## src/inc/dma_pkg.sv

```systemverilog
// constants, types and helpers shared by the peripheral dma channel pair
package dma_pkg;
    // ------------------------------------------------------------------
    // register map (byte addresses on the register port)
    // ------------------------------------------------------------------
    localparam int ADDR_W = 12;
    localparam logic [11:0] OFS_RX_PTR = 12'h100;
    localparam logic [11:0] OFS_RX_CNT = 12'h104;
    localparam logic [11:0] OFS_TX_PTR = 12'h108;
    localparam logic [11:0] OFS_TX_CNT = 12'h10c;
    localparam logic [11:0] OFS_RX_NPTR = 12'h110;
    localparam logic [11:0] OFS_RX_NCNT = 12'h114;
    localparam logic [11:0] OFS_TX_NPTR = 12'h118;
    localparam logic [11:0] OFS_TX_NCNT = 12'h11c;
    localparam logic [11:0] OFS_CMD = 12'h120;
    localparam logic [11:0] OFS_STATE = 12'h124;
    localparam logic [11:0] OFS_SIZE = 12'h128;
    localparam logic [11:0] OFS_EVT_STAT = 12'h130;
    localparam logic [11:0] OFS_EVT_CLR = 12'h134;
    localparam logic [11:0] OFS_EVT_EN = 12'h138;
    // ------------------------------------------------------------------
    // field positions and reset values
    // ------------------------------------------------------------------
    localparam int CMD_RX_ON = 0;
    localparam int CMD_RX_OFF = 1;
    localparam int CMD_TX_ON = 8;
    localparam int CMD_TX_OFF = 9;
    localparam int STATE_RX = 0;
    localparam int STATE_TX = 8;
    localparam int SIZE_RX_LSB = 0;
    localparam int SIZE_TX_LSB = 8;
    localparam int EVT_RX_DONE = 0;
    localparam int EVT_RX_ALL = 1;
    localparam int EVT_TX_DONE = 2;
    localparam int EVT_TX_ALL = 3;
    localparam int EVT_W = 4;
    localparam int CNT_W = 16;
    localparam logic [31:0] RST_PTR = 32'h0000_0000;
    localparam logic [15:0] RST_CNT = 16'h0000;
    localparam logic [3:0] RST_EVT = 4'h0;
    // ------------------------------------------------------------------
    // types
    // ------------------------------------------------------------------
    typedef enum logic [1:0] {
        SZ_BYTE = 2'b00,
        SZ_HALF = 2'b01,
        SZ_WORD = 2'b10
    } xfer_size_t;
    typedef enum logic [1:0] {
        ST_IDLE = 2'b00,
        ST_RX = 2'b01,
        ST_TX = 2'b10
    } eng_state_t;
    typedef struct packed {
        logic curPtr;
        logic curCnt;
        logic nxtPtr;
        logic nxtCnt;
    } chan_wr_t;
    typedef struct packed {
        logic [31:0] curPtr;
        logic [15:0] curCnt;
        logic [31:0] nxtPtr;
        logic [15:0] nxtCnt;
        logic endFlag;
        logic allDone;
    } chan_st_t;
    typedef struct packed {
        logic [31:0] addr;
        xfer_size_t size;
        logic isTx;
    } mem_req_t;

    // pointer increment per transfer; the unused code acts as a word
    function automatic logic [31:0] ptrStep(input xfer_size_t s);
        case (s)
            SZ_BYTE: ptrStep = 32'h0000_0001;
            SZ_HALF: ptrStep = 32'h0000_0002;
            default: ptrStep = 32'h0000_0004;
        endcase
    endfunction : ptrStep
endpackage : dma_pkg

```

## src/hw/dma_channel.sv

```systemverilog
// one direction: current and following pointer/count with end flag
`timescale 1ns/1ns
module dma_channel
    import dma_pkg::*;
(
    // clock and reset
    input wire logic clk,
    input wire logic reset,
    // software writes
    input chan_wr_t wr,
    input wire logic [31:0] wrData,
    // engine side
    input wire logic step,
    input xfer_size_t size,
    // state out
    output chan_st_t st,
    output logic doneEvt
);
    logic [31:0] ptr_r, ptr_nxt;
    logic [15:0] cnt_r, cnt_nxt;
    logic [31:0] nptr_r, nptr_nxt;
    logic [15:0] ncnt_r, ncnt_nxt;
    logic end_r, end_nxt;

    // ------------------------------------------------------------------
    // next state: step, software writes, chaining
    // ------------------------------------------------------------------
    always_comb begin
        ptr_nxt = ptr_r;
        cnt_nxt = cnt_r;
        nptr_nxt = nptr_r;
        ncnt_nxt = ncnt_r;
        end_nxt = end_r;
        doneEvt = 1'b0;
        // a step on an empty count is dropped, nothing to transfer
        if (step && cnt_r != RST_CNT) begin
            ptr_nxt = ptr_r + ptrStep(size);
            cnt_nxt = cnt_r - 16'h0001;
        end
        // a write in the same cycle overrides the step
        if (wr.curPtr) ptr_nxt = wrData;
        if (wr.curCnt) cnt_nxt = wrData[CNT_W-1:0];
        if (wr.nxtPtr) nptr_nxt = wrData;
        if (wr.nxtCnt) ncnt_nxt = wrData[CNT_W-1:0];
        if (wr.curCnt || wr.nxtCnt) end_nxt = 1'b0;
        if (step && cnt_r == 16'h0001 && !wr.curCnt) doneEvt = 1'b1;
        // empty buffer with a following one waiting: chain it in
        if (cnt_nxt == RST_CNT && ncnt_nxt != RST_CNT) begin
            ptr_nxt = nptr_nxt;
            cnt_nxt = ncnt_nxt;
            ncnt_nxt = RST_CNT;
        end
        if (doneEvt) end_nxt = 1'b1;
    end

    always_ff @(posedge clk or posedge reset) begin
        if (reset) begin
            ptr_r <= RST_PTR;
            cnt_r <= RST_CNT;
            nptr_r <= RST_PTR;
            ncnt_r <= RST_CNT;
            end_r <= 1'b0;
        end else begin
            ptr_r <= ptr_nxt;
            cnt_r <= cnt_nxt;
            nptr_r <= nptr_nxt;
            ncnt_r <= ncnt_nxt;
            end_r <= end_nxt;
        end
    end

    // both buffers used up is a pure level of the counts
    assign st.curPtr = ptr_r;
    assign st.curCnt = cnt_r;
    assign st.nxtPtr = nptr_r;
    assign st.nxtCnt = ncnt_r;
    assign st.endFlag = end_r;
    assign st.allDone = (cnt_r == RST_CNT) && (ncnt_r == RST_CNT);
endmodule : dma_channel

```

## src/hw/peripheral_dma_next_buffer_ctrl.sv

```systemverilog
// receive/transmit dma channel pair with chained buffers and registers
// How it works
// - transmit count is sixteen bits, transfers left in current buffer
// - transmit count zero: no more transmit transfers are issued
// - receive following address is used when current receive buffer fills
// - receive following length sits in bits 15..0
// - transmit following address is used when current transmit buffer empties
// - transmit following length sits in bits 15..0
// - command bit 0 turns receive requests on unless bit 1 too
// - command bit 1 turns receive requests off and wins
// - command bit 8 turns transmit requests on
// - command bit 9 turns transmit requests off
// - state bit 0 reads receive requests on
// - state bit 8 reads transmit requests on
// - count at zero loads following address/length, then clears following length
// - each transfer steps pointer by 1, 2 or 4, count minus one
// - end flag at count zero; all-done when both counts zero
// - writing either count of a direction clears its end flag; a following-count write in the cycle the count steps to zero leaves it set
//
// Local design decisions: the address-and-strobe port and the address map.
`timescale 1ns/1ns
module peripheral_dma_next_buffer_ctrl
    import dma_pkg::*;
(
    // clock and reset
    input wire logic clk,
    input wire logic reset,
    // register port
    input wire logic [ADDR_W-1:0] regAddr,
    input wire logic [31:0] regWrData,
    input wire logic regWr,
    input wire logic regRd,
    output logic [31:0] regRdData,
    // serial peripheral
    input wire logic rxReady,
    input wire logic txReady,
    output logic rxBufferDone,
    output logic rxAllBuffersDone,
    output logic txBufferDone,
    output logic txAllBuffersDone,
    // memory transfer port
    output logic memReqValid,
    output mem_req_t memReq,
    input wire logic memDone,
    // interrupt
    output logic irq
);
    // address match, shared by the decode and the checks
    function automatic logic isHit(input logic [ADDR_W-1:0] a,
                                   input logic [ADDR_W-1:0] ofs);
        isHit = (a == ofs);
    endfunction : isHit

    // ------------------------------------------------------------------
    // channel instances
    // ------------------------------------------------------------------
    chan_wr_t rxWr, txWr;
    chan_st_t rxSt, txSt;
    logic rxStep, txStep, rxDoneEvt, txDoneEvt;
    xfer_size_t rxSize_r, rxSize_nxt, txSize_r, txSize_nxt;

    // write strobes per channel register
    always_comb begin
        rxWr.curPtr = regWr && isHit(regAddr, OFS_RX_PTR);
        rxWr.curCnt = regWr && isHit(regAddr, OFS_RX_CNT);
        rxWr.nxtPtr = regWr && isHit(regAddr, OFS_RX_NPTR);
        rxWr.nxtCnt = regWr && isHit(regAddr, OFS_RX_NCNT);
        txWr.curPtr = regWr && isHit(regAddr, OFS_TX_PTR);
        txWr.curCnt = regWr && isHit(regAddr, OFS_TX_CNT);
        txWr.nxtPtr = regWr && isHit(regAddr, OFS_TX_NPTR);
        txWr.nxtCnt = regWr && isHit(regAddr, OFS_TX_NCNT);
    end

    dma_channel rxChan (
        .clk(clk),
        .reset(reset),
        .wr(rxWr),
        .wrData(regWrData),
        .step(rxStep),
        .size(rxSize_r),
        .st(rxSt),
        .doneEvt(rxDoneEvt)
    );

    dma_channel txChan (
        .clk(clk),
        .reset(reset),
        .wr(txWr),
        .wrData(regWrData),
        .step(txStep),
        .size(txSize_r),
        .st(txSt),
        .doneEvt(txDoneEvt)
    );

    // ------------------------------------------------------------------
    // request enables and transfer sizes
    // ------------------------------------------------------------------
    logic rxOn_r, rxOn_nxt, txOn_r, txOn_nxt;
    logic cmdWr, sizeWr;

    assign cmdWr = regWr && isHit(regAddr, OFS_CMD);
    assign sizeWr = regWr && isHit(regAddr, OFS_SIZE);

    // off is checked last so it wins over on in the same write
    always_comb begin
        rxOn_nxt = rxOn_r;
        txOn_nxt = txOn_r;
        rxSize_nxt = rxSize_r;
        txSize_nxt = txSize_r;
        if (cmdWr && regWrData[CMD_RX_ON]) rxOn_nxt = 1'b1;
        if (cmdWr && regWrData[CMD_RX_OFF]) rxOn_nxt = 1'b0;
        if (cmdWr && regWrData[CMD_TX_ON]) txOn_nxt = 1'b1;
        if (cmdWr && regWrData[CMD_TX_OFF]) txOn_nxt = 1'b0;
        if (sizeWr) begin
            rxSize_nxt = xfer_size_t'(regWrData[SIZE_RX_LSB+:2]);
            txSize_nxt = xfer_size_t'(regWrData[SIZE_TX_LSB+:2]);
        end
    end

    always_ff @(posedge clk or posedge reset) begin
        if (reset) begin
            rxOn_r <= 1'b0;
            txOn_r <= 1'b0;
            rxSize_r <= SZ_BYTE;
            txSize_r <= SZ_BYTE;
        end else begin
            rxOn_r <= rxOn_nxt;
            txOn_r <= txOn_nxt;
            rxSize_r <= rxSize_nxt;
            txSize_r <= txSize_nxt;
        end
    end

    // ------------------------------------------------------------------
    // transfer engine: one transfer in flight, receive served first
    // ------------------------------------------------------------------
    eng_state_t state_r, state_nxt;
    mem_req_t req_r, req_nxt;

    // disabling mid-transfer lets the transfer in flight finish
    always_comb begin
        state_nxt = state_r;
        req_nxt = req_r;
        rxStep = 1'b0;
        txStep = 1'b0;
        case (state_r)
            ST_IDLE: begin
                if (rxOn_r && rxReady && rxSt.curCnt != RST_CNT) begin
                    state_nxt = ST_RX;
                    req_nxt = '{addr: rxSt.curPtr, size: rxSize_r,
                                isTx: 1'b0};
                end else if (txOn_r && txReady &&
                             txSt.curCnt != RST_CNT) begin
                    state_nxt = ST_TX;
                    req_nxt = '{addr: txSt.curPtr, size: txSize_r,
                                isTx: 1'b1};
                end
            end
            ST_RX: begin
                if (memDone) begin
                    rxStep = 1'b1;
                    state_nxt = ST_IDLE;
                end
            end
            ST_TX: begin
                if (memDone) begin
                    txStep = 1'b1;
                    state_nxt = ST_IDLE;
                end
            end
            default: state_nxt = ST_IDLE;
        endcase
    end

    always_ff @(posedge clk or posedge reset) begin
        if (reset) begin
            state_r <= ST_IDLE;
            req_r <= '0;
        end else begin
            state_r <= state_nxt;
            req_r <= req_nxt;
        end
    end

    assign memReqValid = (state_r != ST_IDLE);
    assign memReq = req_r;

    // ------------------------------------------------------------------
    // event status, clear and enable
    // ------------------------------------------------------------------
    logic [EVT_W-1:0] evtStat_r, evtStat_nxt, evtEn_r, evtEn_nxt;
    logic [EVT_W-1:0] evtSet, evtClr;
    logic rxAll_r, txAll_r;

    // all-done edges; the old value resets high so reset is no event
    always_comb begin
        evtSet = RST_EVT;
        evtSet[EVT_RX_DONE] = rxDoneEvt;
        evtSet[EVT_RX_ALL] = rxSt.allDone && !rxAll_r;
        evtSet[EVT_TX_DONE] = txDoneEvt;
        evtSet[EVT_TX_ALL] = txSt.allDone && !txAll_r;
        evtClr = RST_EVT;
        if (regWr && isHit(regAddr, OFS_EVT_CLR))
            evtClr = regWrData[EVT_W-1:0];
        // a new event beats a clear in the same cycle
        evtStat_nxt = (evtStat_r & ~evtClr) | evtSet;
        evtEn_nxt = evtEn_r;
        if (regWr && isHit(regAddr, OFS_EVT_EN))
            evtEn_nxt = regWrData[EVT_W-1:0];
    end

    always_ff @(posedge clk or posedge reset) begin
        if (reset) begin
            evtStat_r <= RST_EVT;
            evtEn_r <= RST_EVT;
            rxAll_r <= 1'b1;
            txAll_r <= 1'b1;
        end else begin
            evtStat_r <= evtStat_nxt;
            evtEn_r <= evtEn_nxt;
            rxAll_r <= rxSt.allDone;
            txAll_r <= txSt.allDone;
        end
    end

    assign irq = |(evtStat_r & evtEn_r);
    assign rxBufferDone = rxSt.endFlag;
    assign rxAllBuffersDone = rxSt.allDone;
    assign txBufferDone = txSt.endFlag;
    assign txAllBuffersDone = txSt.allDone;

    // ------------------------------------------------------------------
    // read path: data stand only in the cycle after the strobe
    // ------------------------------------------------------------------
    logic [31:0] rd_r, rd_nxt;

    // write-only and unmapped addresses read as zero
    always_comb begin
        rd_nxt = 32'h0000_0000;
        if (regRd) begin
            case (regAddr)
                OFS_RX_PTR: rd_nxt = rxSt.curPtr;
                OFS_RX_CNT: rd_nxt = {16'h0000, rxSt.curCnt};
                OFS_TX_PTR: rd_nxt = txSt.curPtr;
                OFS_TX_CNT: rd_nxt = {16'h0000, txSt.curCnt};
                OFS_RX_NPTR: rd_nxt = rxSt.nxtPtr;
                OFS_RX_NCNT: rd_nxt = {16'h0000, rxSt.nxtCnt};
                OFS_TX_NPTR: rd_nxt = txSt.nxtPtr;
                OFS_TX_NCNT: rd_nxt = {16'h0000, txSt.nxtCnt};
                OFS_STATE: begin
                    rd_nxt[STATE_RX] = rxOn_r;
                    rd_nxt[STATE_TX] = txOn_r;
                end
                OFS_SIZE: begin
                    rd_nxt[SIZE_RX_LSB+:2] = rxSize_r;
                    rd_nxt[SIZE_TX_LSB+:2] = txSize_r;
                end
                OFS_EVT_STAT: rd_nxt[EVT_W-1:0] = evtStat_r;
                OFS_EVT_EN: rd_nxt[EVT_W-1:0] = evtEn_r;
                default: rd_nxt = 32'h0000_0000;
            endcase
        end
    end

    always_ff @(posedge clk or posedge reset) begin
        if (reset) begin
            rd_r <= 32'h0000_0000;
        end else begin
            rd_r <= rd_nxt;
        end
    end

    assign regRdData = rd_r;

    // ------------------------------------------------------------------
    // checks
    // ------------------------------------------------------------------
    a_rx_on_cmd: assert property (
        @(posedge clk) disable iff (reset)
        (cmdWr && regWrData[CMD_RX_ON] && !regWrData[CMD_RX_OFF])
        |=> rxOn_r)
        else $error("receive enable not taken");

    a_rx_off_wins: assert property (
        @(posedge clk) disable iff (reset)
        (cmdWr && regWrData[CMD_RX_OFF]) |=> !rxOn_r)
        else $error("receive disable lost");

    a_tx_on_cmd: assert property (
        @(posedge clk) disable iff (reset)
        (cmdWr && regWrData[CMD_TX_ON] && !regWrData[CMD_TX_OFF])
        |=> txOn_r)
        else $error("transmit enable not taken");

    a_tx_off_wins: assert property (
        @(posedge clk) disable iff (reset)
        (cmdWr && regWrData[CMD_TX_OFF])
        |=> !txOn_r)
        else $error("transmit disable lost");

    a_state_read: assert property (
        @(posedge clk) disable iff (reset)
        (regRd && isHit(regAddr, OFS_STATE)) |=>
        regRdData == {23'h0, $past(txOn_r), 7'h00, $past(rxOn_r)})
        else $error("enable state read wrong");

    a_tx_zero_gate: assert property (
        @(posedge clk) disable iff (reset)
        $rose(state_r == ST_TX) |-> $past(txSt.curCnt) != RST_CNT)
        else $error("transmit started with zero count");

    a_rx_ptr_step: assert property (
        @(posedge clk) disable iff (reset)
        (rxStep && rxWr == '0 && rxSt.curCnt > 16'h0001) |=>
        rxSt.curPtr == $past(rxSt.curPtr) + ptrStep($past(rxSize_r))
        && rxSt.curCnt == $past(rxSt.curCnt) - 16'h0001)
        else $error("receive pointer or count step wrong");

    a_rx_reload: assert property (
        @(posedge clk) disable iff (reset)
        (rxStep && rxWr == '0 && rxSt.curCnt == 16'h0001
         && rxSt.nxtCnt != RST_CNT) |=>
        rxSt.curCnt == $past(rxSt.nxtCnt) && rxSt.nxtCnt == RST_CNT
        && rxSt.curPtr == $past(rxSt.nxtPtr))
        else $error("following buffer not chained");

    a_tx_end_flag: assert property (
        @(posedge clk) disable iff (reset)
        (txStep && txWr == '0 && txSt.curCnt == 16'h0001) |=>
        txBufferDone ##1 evtStat_r[EVT_TX_DONE])
        else $error("transmit end flag or event missing");
    a_rx_end_clear: assert property (
        @(posedge clk) disable iff (reset)
        (rxWr.nxtCnt && !rxDoneEvt) |=> !rxBufferDone)
        else $error("receive end flag not cleared");
    c_rx_xfer: cover property (@(posedge clk) disable iff (reset)
        state_r == ST_RX && memDone);
    c_rx_chain: cover property (@(posedge clk) disable iff (reset)
        rxStep && rxSt.curCnt == 16'h0001 && rxSt.nxtCnt != RST_CNT);
    c_irq_rise: cover property (@(posedge clk) disable iff (reset)
        $rose(irq));
endmodule : peripheral_dma_next_buffer_ctrl

```

## config.mk

```make
export PLATFORM = sky130hd
export DESIGN_NAME = peripheral_dma_next_buffer_ctrl
export DESIGN_NICKNAME = d
export VERILOG_FILES = /design/src/inc/dma_pkg.sv /design/src/hw/dma_channel.sv /design/src/hw/peripheral_dma_next_buffer_ctrl.sv
export SDC_FILE = /design/constraint.sdc
export NUM_CORES = 1
export LEC_CHECK = 0
export BUFFER_PORTS_ARGS = -buffer_cell sky130_fd_sc_hd__buf_2
export CORE_MARGIN = 1.5
export CORE_UTILIZATION = 44
export DETAILED_ROUTE_END_ITERATION = 8
export PLACE_DENSITY = 0.72
export SYNTH_ARGS = -nofsm -noshare
export SYNTH_HDL_FRONTEND = slang
export SYNTH_SLANG_ARGS = --single-unit
export TNS_END_PERCENT = 50
```

## constraint.sdc

```tcl
create_clock -name clk -period 13.55 [get_ports clk]
set_clock_uncertainty 0.15 [all_clocks]
set_input_delay 2.71 -clock clk [delete_from_list [all_inputs] [get_ports clk]]
set_output_delay 2.71 -clock clk [all_outputs]
set_load 0.005 [all_outputs]
```

==> impl_metrics.prom, run 1 <==
# TYPE chip_impl_metric gauge
chip_impl_info{name="status",value="finished, final reports clean"} 1
chip_impl_metric{name="drt_drc",unit=""} 0
chip_impl_metric{name="timing.hold.worst_path_depth",unit=""} 2
chip_impl_metric{name="post_route_cells_drive_above_1_share",unit="%"} 21.59
chip_impl_metric{name="max_freq",unit="MHz"} 154.7
chip_impl_metric{name="row_count",unit=""} 68
chip_impl_metric{name="timing_worst_slew_pin_value",unit="ps"} 1362
chip_impl_metric{name="average_detailed_routed_wire_length_per_instance",unit="um"} 23.82
chip_impl_metric{name="rrSetupSlack",unit="ps"} 8800
chip_impl_metric{name="cts_setup_buffers",unit=""} 0
chip_impl_metric{name="fin_hold_ws",unit="ps"} 322.2
chip_impl_info{name="launch_point_of_the_worst_hold_path",value="memReq[31]$_DFFE_PP0P_"} 1
chip_impl_metric{name="overflow",unit=""} 0
chip_impl_metric{name="power_frac_comb",unit="%"} 13.9
chip_impl_metric{name="track_usage",unit="%"} 27.52
chip_impl_info{name="critical_path.most_common_cell",value="buf_4"} 1
chip_impl_metric{name="area_of_the_die",unit="um^2"} 35810
chip_impl_metric{name="port_buffers",unit=""} 123
chip_impl_metric{name="crit_arrival",unit="ps"} 6760
chip_impl_metric{name="min_period",unit="ps"} 6464
chip_impl_metric{name="power_per_unit_of_standard_cell_area",unit="nW/um^2"} 121.2
chip_impl_metric{name="grt_first_pass_wirelength",unit="mm"} 75.91
chip_impl_info{name="rr_startpoint",value="txChan.cnt_r[7]$_DFF_PP0_"} 1
chip_impl_info{name="crit_path_end_kind",value="register"} 1
chip_impl_metric{name="antenna_found_initial",unit=""} 6
chip_impl_metric{name="netlist_area_before_placement",unit="um^2"} 15260
chip_impl_metric{name="core_ar",unit="um^2"} 34370
chip_impl_metric{name="synth_fp_nets",unit=""} 1593
chip_impl_metric{name="floorplan.initialDensity",unit="%"} 44.40
chip_impl_metric{name="seq_area_frac_synth",unit="%"} 45.77
chip_impl_metric{name="maximum_number_of_pins_on_one_net_before_global_route_repair",unit=""} 171
chip_impl_metric{name="count_of_flip_flops_with_a_built_in_enable_after_synthesis",unit=""} 0
chip_impl_metric{name="gp_routability_congestion",unit=""} 0.9574
chip_impl_metric{name="period_share",unit="%"} 47.70
chip_impl_metric{name="die_h",unit="um"} 189.2
chip_impl_metric{name="internal-power",unit="W"} 0.001497
chip_impl_metric{name="drt_pre_antenna_iters",unit=""} 6
chip_impl_metric{name="post_drt_via_cell_ratio",unit=""} 6.211
chip_impl_metric{name="final_max_tran_viols",unit=""} 0
chip_impl_metric{name="cts_resized",unit=""} 0
chip_impl_metric{name="synth-seq-cells",unit=""} 279
chip_impl_metric{name="number_of_max_capacitance_violations_reported",unit=""} 0
chip_impl_metric{name="setup_viol",unit=""} 0
chip_impl_metric{name="clock_power_share",unit="%"} 42.6
chip_impl_metric{name="leakagePower",unit="nW"} 7.912
chip_impl_metric{name="clkLatencyLatePin",unit="ps"} 570
chip_impl_metric{name="cpPeakStageDelay",unit="ps"} 980
chip_impl_info{name="grt_setup_unrepaired",value="no"} 1
chip_impl_metric{name="cts_hold_repair.buffers",unit=""} 0
chip_impl_info{name="path_delay_family",value="simple AND/OR/NAND/NOR gates"} 1
chip_impl_metric{name="seq_power_share",unit="%"} 43.4
chip_impl_metric{name="post-dp-hpwl",unit="mm"} 34.13
chip_impl_info{name="worstSetupStartpointType",value="primary input"} 1
chip_impl_metric{name="yosysWarnings",unit=""} 0
chip_impl_metric{name="num-nets-final",unit=""} 1668
chip_impl_metric{name="power_switching",unit="W"} 0.0006047
chip_impl_metric{name="clkSinkCount",unit=""} 279
chip_impl_info{name="cts.root.buffer_cell",value="clkbuf_16"} 1
chip_impl_info{name="cp_cell_sequence",value="buf_2, or4b_1, nor4_2, a21oi_1, a22oi_2, nand4b_1, nor4_4, buf_4, nand3_2, buf_4, mux2_4"} 1
chip_impl_info{name="slowest_stage",value="nor4_2"} 1
chip_impl_info{name="tritoncts",value="done"} 1
chip_impl_metric{name="max-slew-margin-rel",unit="%"} 8.519
chip_impl_metric{name="post-layout-total-power",unit="W"} 0.002102
chip_impl_metric{name="number_of_nets_with_antenna_violations_after_routing",unit=""} 0
chip_impl_metric{name="cp_data_required_time",unit="ps"} 13850
chip_impl_metric{name="via_count",unit=""} 12950
chip_impl_metric{name="cts_inserted_buffers",unit=""} 30
chip_impl_metric{name="power_switching_share",unit="%"} 28.77
chip_impl_metric{name="layout.cell_area.non_filler",unit="um^2"} 17340
chip_impl_info{name="synthFlopType",value="dfrtp_1"} 1
chip_impl_metric{name="syn_area_per_cell",unit="um^2"} 9.994
chip_impl_metric{name="dpl_cell_area",unit="um^2"} 16250
chip_impl_metric{name="mapped_cells",unit=""} 1527
chip_impl_info{name="worstSetupPathType",value="in2reg"} 1
chip_impl_metric{name="dieWidth",unit="um"} 189.2
chip_impl_metric{name="asyncSetResetFlopFracSynth",unit="%"} 100.0
chip_impl_metric{name="post_synth_num_cell_types",unit=""} 70
chip_impl_metric{name="ios",unit=""} 124
chip_impl_metric{name="drt-total-wl",unit="mm"} 49.66
chip_impl_metric{name="peakVddDrop",unit="mV"} 0.09144
chip_impl_metric{name="first_global_vias",unit=""} 12840
chip_impl_info{name="worst_min_delay_path_endpoint",value="memReq[31]$_DFFE_PP0P_"} 1
chip_impl_metric{name="crit_fanout",unit=""} 32
chip_impl_info{name="critical_register_to_register_path_endpoint",value="txChan.ptr_r[8]$_DFFE_PP0P_"} 1
chip_impl_metric{name="layout-area-overhead-vs-synth",unit="%"} 13.63
chip_impl_metric{name="drtIter0Drc",unit=""} 1436
chip_impl_metric{name="clk_path_buf_depth",unit=""} 3
chip_impl_metric{name="reg2regPathDepth",unit=""} 9
chip_impl_metric{name="h-tree-depth",unit=""} 1
chip_impl_metric{name="path_buf_inv",unit=""} 3
chip_impl_info{name="hold_crit_class",value="reg2reg"} 1
chip_impl_metric{name="final-hold-violation-count",unit=""} 0
chip_impl_metric{name="tns",unit="ps"} 0
chip_impl_metric{name="clk_pin_slew_worst_paths",unit="ps"} 60
-- registers in the layout, indices dropped and copies added (netlist names) --
register and cells:
memReq 35, regRdData 32, rxChan.nptr_r 32, rxChan.ptr_r 32, txChan.nptr_r 32, txChan.ptr_r 32
rxChan.cnt_r 16, rxChan.ncnt_r 16, txChan.cnt_r 16, txChan.ncnt_r 16, evtEn_r 4, evtStat_r 4
rxSize_r 2, state_r 2, txSize_r 2, rxAll_r 1, rxChan.end_r 1, rxOn_r 1
txAll_r 1, txChan.end_r 1, txOn_r 1
-- routing by layer --
metal	global-route usage, %	up-vias	part of all wire, %
li1	-	5797	-
met1	36.43	6346	41
met2	43.52	637	46
met3	5.171	167	8.7
met4	13.22	2	5.0
met5	0	-	0.020
-- cells in the final DEF (no fill, tap or decap), types with 6 or more instances in the layout --
master	count
nor3_1	26
o31ai_1	9
clkinv_2	8
o21ai_0	98
a31oi_1	31
and2_1	12
buf_4	22
or4_1	11
o211ai_1	7
bufinv_16	6
buf_2	123
mux2_2	118
a22oi_1	64
dfrtp_1	277
xnor2_1	35
ha_1	13
nand4_1	27
nor4_1	32
o21a_1	6
and3_1	7
a221oi_1	18
and4_1	10
mux2i_1	81
nand3_1	30
a21oi_1	90
xor2_1	39
a22o_1	16
inv_1	31
clkbuf_16	30
nor2_1	116
nand2_1	122
-- worst max path at each step --
stage / startpoint / endpoint / slack (ps) / cells past startpoint
after floorplan: reset / evtEn_r[0]$_DFFE_PP0P_ / 3000 / 1
after global placement: regAddr[5] / txChan.ptr_r[8]$_DFFE_PP0P_ / 6790 / 10
after detailed placement: regAddr[9] / txChan.ptr_r[8]$_DFFE_PP0P_ / 6670 / 11
after CTS: regAddr[9] / txChan.ptr_r[8]$_DFFE_PP0P_ / 7250 / 11
after global routing: regAddr[5] / rxChan.ptr_r[31]$_DFFE_PP0P_ / 6900 / 8
final: regAddr[9] / txChan.ptr_r[8]$_DFFE_PP0P_ / 7090 / 11
-- kinds of logic (layout without fill, tap and decap cells) --
| family | after synthesis | after routing | share of synthesized area [%] |
|---|---|---|---|
| buffers and inverters | 135 | 234 | 3.534 |
| xor gates and xnor gates | 74 | 74 | 4.247 |
| AOI/OAI and AO/OA | 373 | 373 | 15.65 |
| and+or+nand+nor | 445 | 445 | 14.86 |
| DFF | 279 | 279 | 45.77 |
| muxes | 206 | 206 | 14.61 |
| other | 0 | 4 | 0 |
| adders and majority gates | 15 | 15 | 1.328 |
-- metrics by stage --
step / utilization (%) / instances / worst slack, ps
floorplan: - / 1527 / 2999
global placement: 47.27 / 2025 / 6792
detailed placement: 47.27 / 2025 / 6666
CTS: 50.42 / 2081 / 7254
global route: 50.43 / 2083 / 6904
finish: 50.45 / 2085 / 7086
-- synthesized netlist by cell type, drive strengths merged, types with 3 or more instances --
cell type,instances,area [um^2]
o21bai,4,30.03
o21ai,98,490.5
mux2,125,1419
a221oi,18,157.7
nand2,123,461.7
nor2,118,442.9
o21a,6,45.04
nand3,31,160.1
or2,5,31.28
nor3,29,150.1
or4,12,93.84
nor2b,4,25.02
and3,8,50.05
o22ai,4,25.02
mux2i,81,810.8
clkbuf,85,319.1
a222oi,4,40.04
or3,5,31.28
xor2,39,341.6
and4,11,96.34
a21o,4,30.03
and4b,3,30.03
a31oi,31,193.9
nand2b,5,31.28
o41ai,5,62.56
a22oi,65,493.0
buf,18,100.1
ha,13,162.7
nand4,27,168.9
inv,32,120.1
and2,12,75.07
a22o,16,140.1
dfrtp,277,6932
a21oi,90,450.4
a41oi,3,26.28
nor4b,4,35.03
xnor2,35,306.5
o211ai,7,52.55
o31ai,9,67.56
nor4,37,282.8
-- power groups by stage --
| stage | logic [W] | clock network (W) | registers (W) |
|---|---|---|---|
| final | 0.000293 | 0.000896 | 0.000912 |
| after global routing | 0.000319 | 0.000944 | 0.000914 |
| after CTS | 0.000289 | 0.000908 | 0.000910 |
| after detailed placement | 0.000287 | 0 | 0.000925 |
| after global placement | 0.000283 | 0 | 0.000925 |
| after floorplan | 0.000213 | 0 | 0.000904 |
-- area by class of cell --
cell class | instances | area, um^2
Clock buffer | 35 | 799.5
Fill cell | 3153 | 17030
Sequential cell | 279 | 6984
Clock inverter | 21 | 282.8
Antenna cell | 4 | 10.01
Tap cell | 455 | 569.3
Timing Repair Buffer | 146 | 800.8
Inverter | 32 | 127.6
Multi-Input combinational cell | 1113 | 7766
-- worst register-to-register path: stages, from the launching register on --
cell	delay, ps
dfrtp_1	500
or4_1	760
nor4_4	570
nor3_1	210
nor4b_1	200
xnor2_1	220
o2111a_1	670
nand3_2	510
buf_4	440
mux2_4	400
(Power assumes the default switching activity.)
==> inputs of run 2 (changes only) <==
--- a/config.mk
+++ b/config.mk
@@ -9,7 +9,7 @@
 export CORE_MARGIN = 1.5
 export CORE_UTILIZATION = 44
 export DETAILED_ROUTE_END_ITERATION = 8
-export PLACE_DENSITY = 0.72
+export PLACE_DENSITY = 0.74
 export SYNTH_ARGS = -nofsm -noshare
 export SYNTH_HDL_FRONTEND = slang
 export SYNTH_SLANG_ARGS = --single-unit
==> constraint.sdc (replaced) <==
create_clock -name clk -period 5.4 [get_ports clk]
set_clock_uncertainty 0.15 [all_clocks]
set_input_delay 1.08 -clock clk [delete_from_list [all_inputs] [get_ports clk]]
set_output_delay 1.08 -clock clk [all_outputs]
set_load 0.005 [all_outputs]
==> impl_metrics.prom, run 2 (same netlist as run 1, synthesis figures left out) <==
# TYPE chip_impl_metric gauge
chip_impl_metric{name="drt_drc",unit=""} 0
chip_impl_metric{name="crit_arrival",unit="ps"} 4720
chip_impl_metric{name="drt_pre_antenna_iters",unit=""} 8
chip_impl_info{name="grt_setup_unrepaired",value="no"} 1
chip_impl_metric{name="number_of_max_capacitance_violations_reported",unit=""} 0
chip_impl_metric{name="core_ar",unit="um^2"} 34370
chip_impl_metric{name="clkLatencyLatePin",unit="ps"} 560
chip_impl_info{name="status",value="finished, final reports clean"} 1
chip_impl_metric{name="row_count",unit=""} 68
chip_impl_metric{name="cp_data_required_time",unit="ps"} 5690
chip_impl_metric{name="postLayoutCoreUtil",unit="%"} 50.64
chip_impl_metric{name="area_of_the_die",unit="um^2"} 35810
chip_impl_metric{name="port_buffers",unit=""} 123
chip_impl_metric{name="register_area",unit="um^2"} 6984
chip_impl_metric{name="post-dp-hpwl",unit="mm"} 34.55
chip_impl_metric{name="min_period",unit="ps"} 4421
chip_impl_info{name="tritoncts",value="done"} 1
chip_impl_metric{name="maximum_number_of_pins_on_one_net_before_global_route_repair",unit=""} 69
chip_impl_metric{name="tns",unit="ps"} 0
chip_impl_metric{name="dpl.cell_count",unit=""} 2048
chip_impl_info{name="mostFrequentLayoutCell",value="dfrtp_1"} 1
chip_impl_metric{name="cts_inserted_buffers",unit=""} 29
chip_impl_metric{name="grt_first_pass_wirelength",unit="mm"} 74.66
chip_impl_metric{name="clk_pin_slew_worst_paths",unit="ps"} 70
chip_impl_metric{name="first_global_vias",unit=""} 12780
chip_impl_info{name="worstSetupStartpointType",value="register"} 1
chip_impl_metric{name="place_worst_setup_slack",unit="ps"} 629.7
chip_impl_metric{name="setup_viol",unit=""} 0
chip_impl_metric{name="cts_setup_buffers",unit=""} 0
chip_impl_metric{name="fillers",unit=""} 3115
chip_impl_metric{name="power_per_unit_of_standard_cell_area",unit="nW/um^2"} 289.5
chip_impl_metric{name="layout_setup_ws",unit="ps"} 979.1
chip_impl_metric{name="ios",unit=""} 124
chip_impl_metric{name="via_count",unit=""} 13140
chip_impl_metric{name="drt-total-wl",unit="mm"} 47.96
chip_impl_metric{name="drtIter0Drc",unit=""} 1631
chip_impl_metric{name="post_route_cells_drive_above_1_share",unit="%"} 22.42
chip_impl_info{name="most-common-layout-cells",value="dfrtp_1 (277), buf_2 (123), nand2_1 (122), mux2_2 (118), nor2_1 (116)"} 1
chip_impl_metric{name="post_drt_via_cell_ratio",unit=""} 6.253
chip_impl_metric{name="overflow",unit=""} 0
chip_impl_metric{name="multi_input_comb_area",unit="um^2"} 7772
chip_impl_info{name="cts.root.buffer_cell",value="clkbuf_16"} 1
chip_impl_metric{name="dieWidth",unit="um"} 189.2
chip_impl_metric{name="final_max_tran_viols",unit=""} 0
chip_impl_metric{name="timing_worst_slew_pin_value",unit="ps"} 1092
chip_impl_info{name="crit_path_end_kind",value="register"} 1
chip_impl_metric{name="average_detailed_routed_wire_length_per_instance",unit="um"} 22.82
chip_impl_metric{name="post-layout-total-power",unit="W"} 0.005039
chip_impl_metric{name="die_h",unit="um"} 189.2
chip_impl_info{name="hold_crit_class",value="reg2reg"} 1
chip_impl_metric{name="floorplan.initialDensity",unit="%"} 44.40
chip_impl_metric{name="period_share",unit="%"} 81.87
chip_impl_metric{name="layout-area-overhead-vs-synth",unit="%"} 14.05
chip_impl_info{name="worstSetupPathType",value="reg2reg"} 1
chip_impl_metric{name="number_of_nets_with_antenna_violations_after_routing",unit=""} 0
chip_impl_metric{name="max_freq",unit="MHz"} 226.2
chip_impl_metric{name="track_usage",unit="%"} 26.78
chip_impl_metric{name="num-nets-final",unit=""} 1690
chip_impl_metric{name="cts_hold_repair.buffers",unit=""} 0
chip_impl_metric{name="crit_fanout",unit=""} 37
chip_impl_metric{name="clkSinkCount",unit=""} 279
chip_impl_metric{name="instances_no_fill",unit=""} 2102
chip_impl_metric{name="h-tree-depth",unit=""} 1
chip_impl_metric{name="leakagePower",unit="nW"} 7.971
chip_impl_metric{name="antenna_found_initial",unit=""} 1
chip_impl_metric{name="number_of_flip_flops_under_the_largest_register_name",unit=""} 35
chip_impl_metric{name="peakVddDrop",unit="mV"} 0.2531
chip_impl_metric{name="final-hold-violation-count",unit=""} 0
chip_impl_metric{name="gp_routability_congestion",unit=""} 0.9550
chip_impl_metric{name="max-slew-margin-rel",unit="%"} 27.03
chip_impl_metric{name="cts_resized",unit=""} 0
chip_impl_metric{name="clk_path_buf_depth",unit=""} 3
-- run 2: layout make-up --
type	instances	area share, %
Clock inverter	15	0.7620
Inverter	32	0.7117
Clock buffer	38	4.651
Antenna cell	1	0.01438
Multi-Input combinational cell	1113	44.66
Tap cell	455	3.271
Timing Repair Buffer	169	5.808
Sequential cell	279	40.13
-- run 2: metal layers --
metal	up-vias	track usage (%)	share of wire (%)
met5	-	0	0
met4	0	10.38	3.5
met3	111	4.968	8.8
met2	659	41.15	45
met1	6533	37.52	43
li1	5840	-	-
-- run 2: critical path, cell delays in order, from the launching register on --
cell and delay, ps:
dfrtp_1 460, inv_1 130, ha_1 310, or3b_2 530
nor4_4 520, nor2_1 350, xnor2_1 290, o21a_1 180
and4_1 210, and4_2 220, buf_4 510, mux2_2 410
-- run 2: path summary, 6_finish.rpt --
| path | from | slack [ps] | depth (start not counted) | end |
|---|---|---|---|---|
| min in group asynchronous | reset | 620 | 2 | memReq[28]$_DFFE_PP0P_ |
| min reg2reg | memReq[21]$_DFFE_PP0P_ | 320 | 2 | memReq[21]$_DFFE_PP0P_ |
| max | rxChan.cnt_r[1]$_DFF_PP0_ | 980 | 11 | rxChan.ptr_r[22]$_DFFE_PP0P_ |
| max reg2reg | rxChan.cnt_r[1]$_DFF_PP0_ | 980 | 11 | rxChan.ptr_r[22]$_DFFE_PP0P_ |
| max in group asynchronous | reset | 3580 | 3 | rxChan.ncnt_r[14]$_DFF_PP0_ |
| min | memReq[21]$_DFFE_PP0P_ | 320 | 2 | memReq[21]$_DFFE_PP0P_ |
-- run 2: power by group --
part / switching (W) / internal, W
clock network: 0.000875 / 0.00111
logic: 0.000514 / 0.000261
registers: 0.000110 / 0.00217
-- run 2: through the flow --
step / hold WS, ps / cell area, um^2
floorplan: 321.7 / 15260
global placement: 309.8 / 16460
detailed placement: 314.8 / 16460
CTS: 328.3 / 17400
global route: 334.9 / 17400
finish: 324.3 / 17410
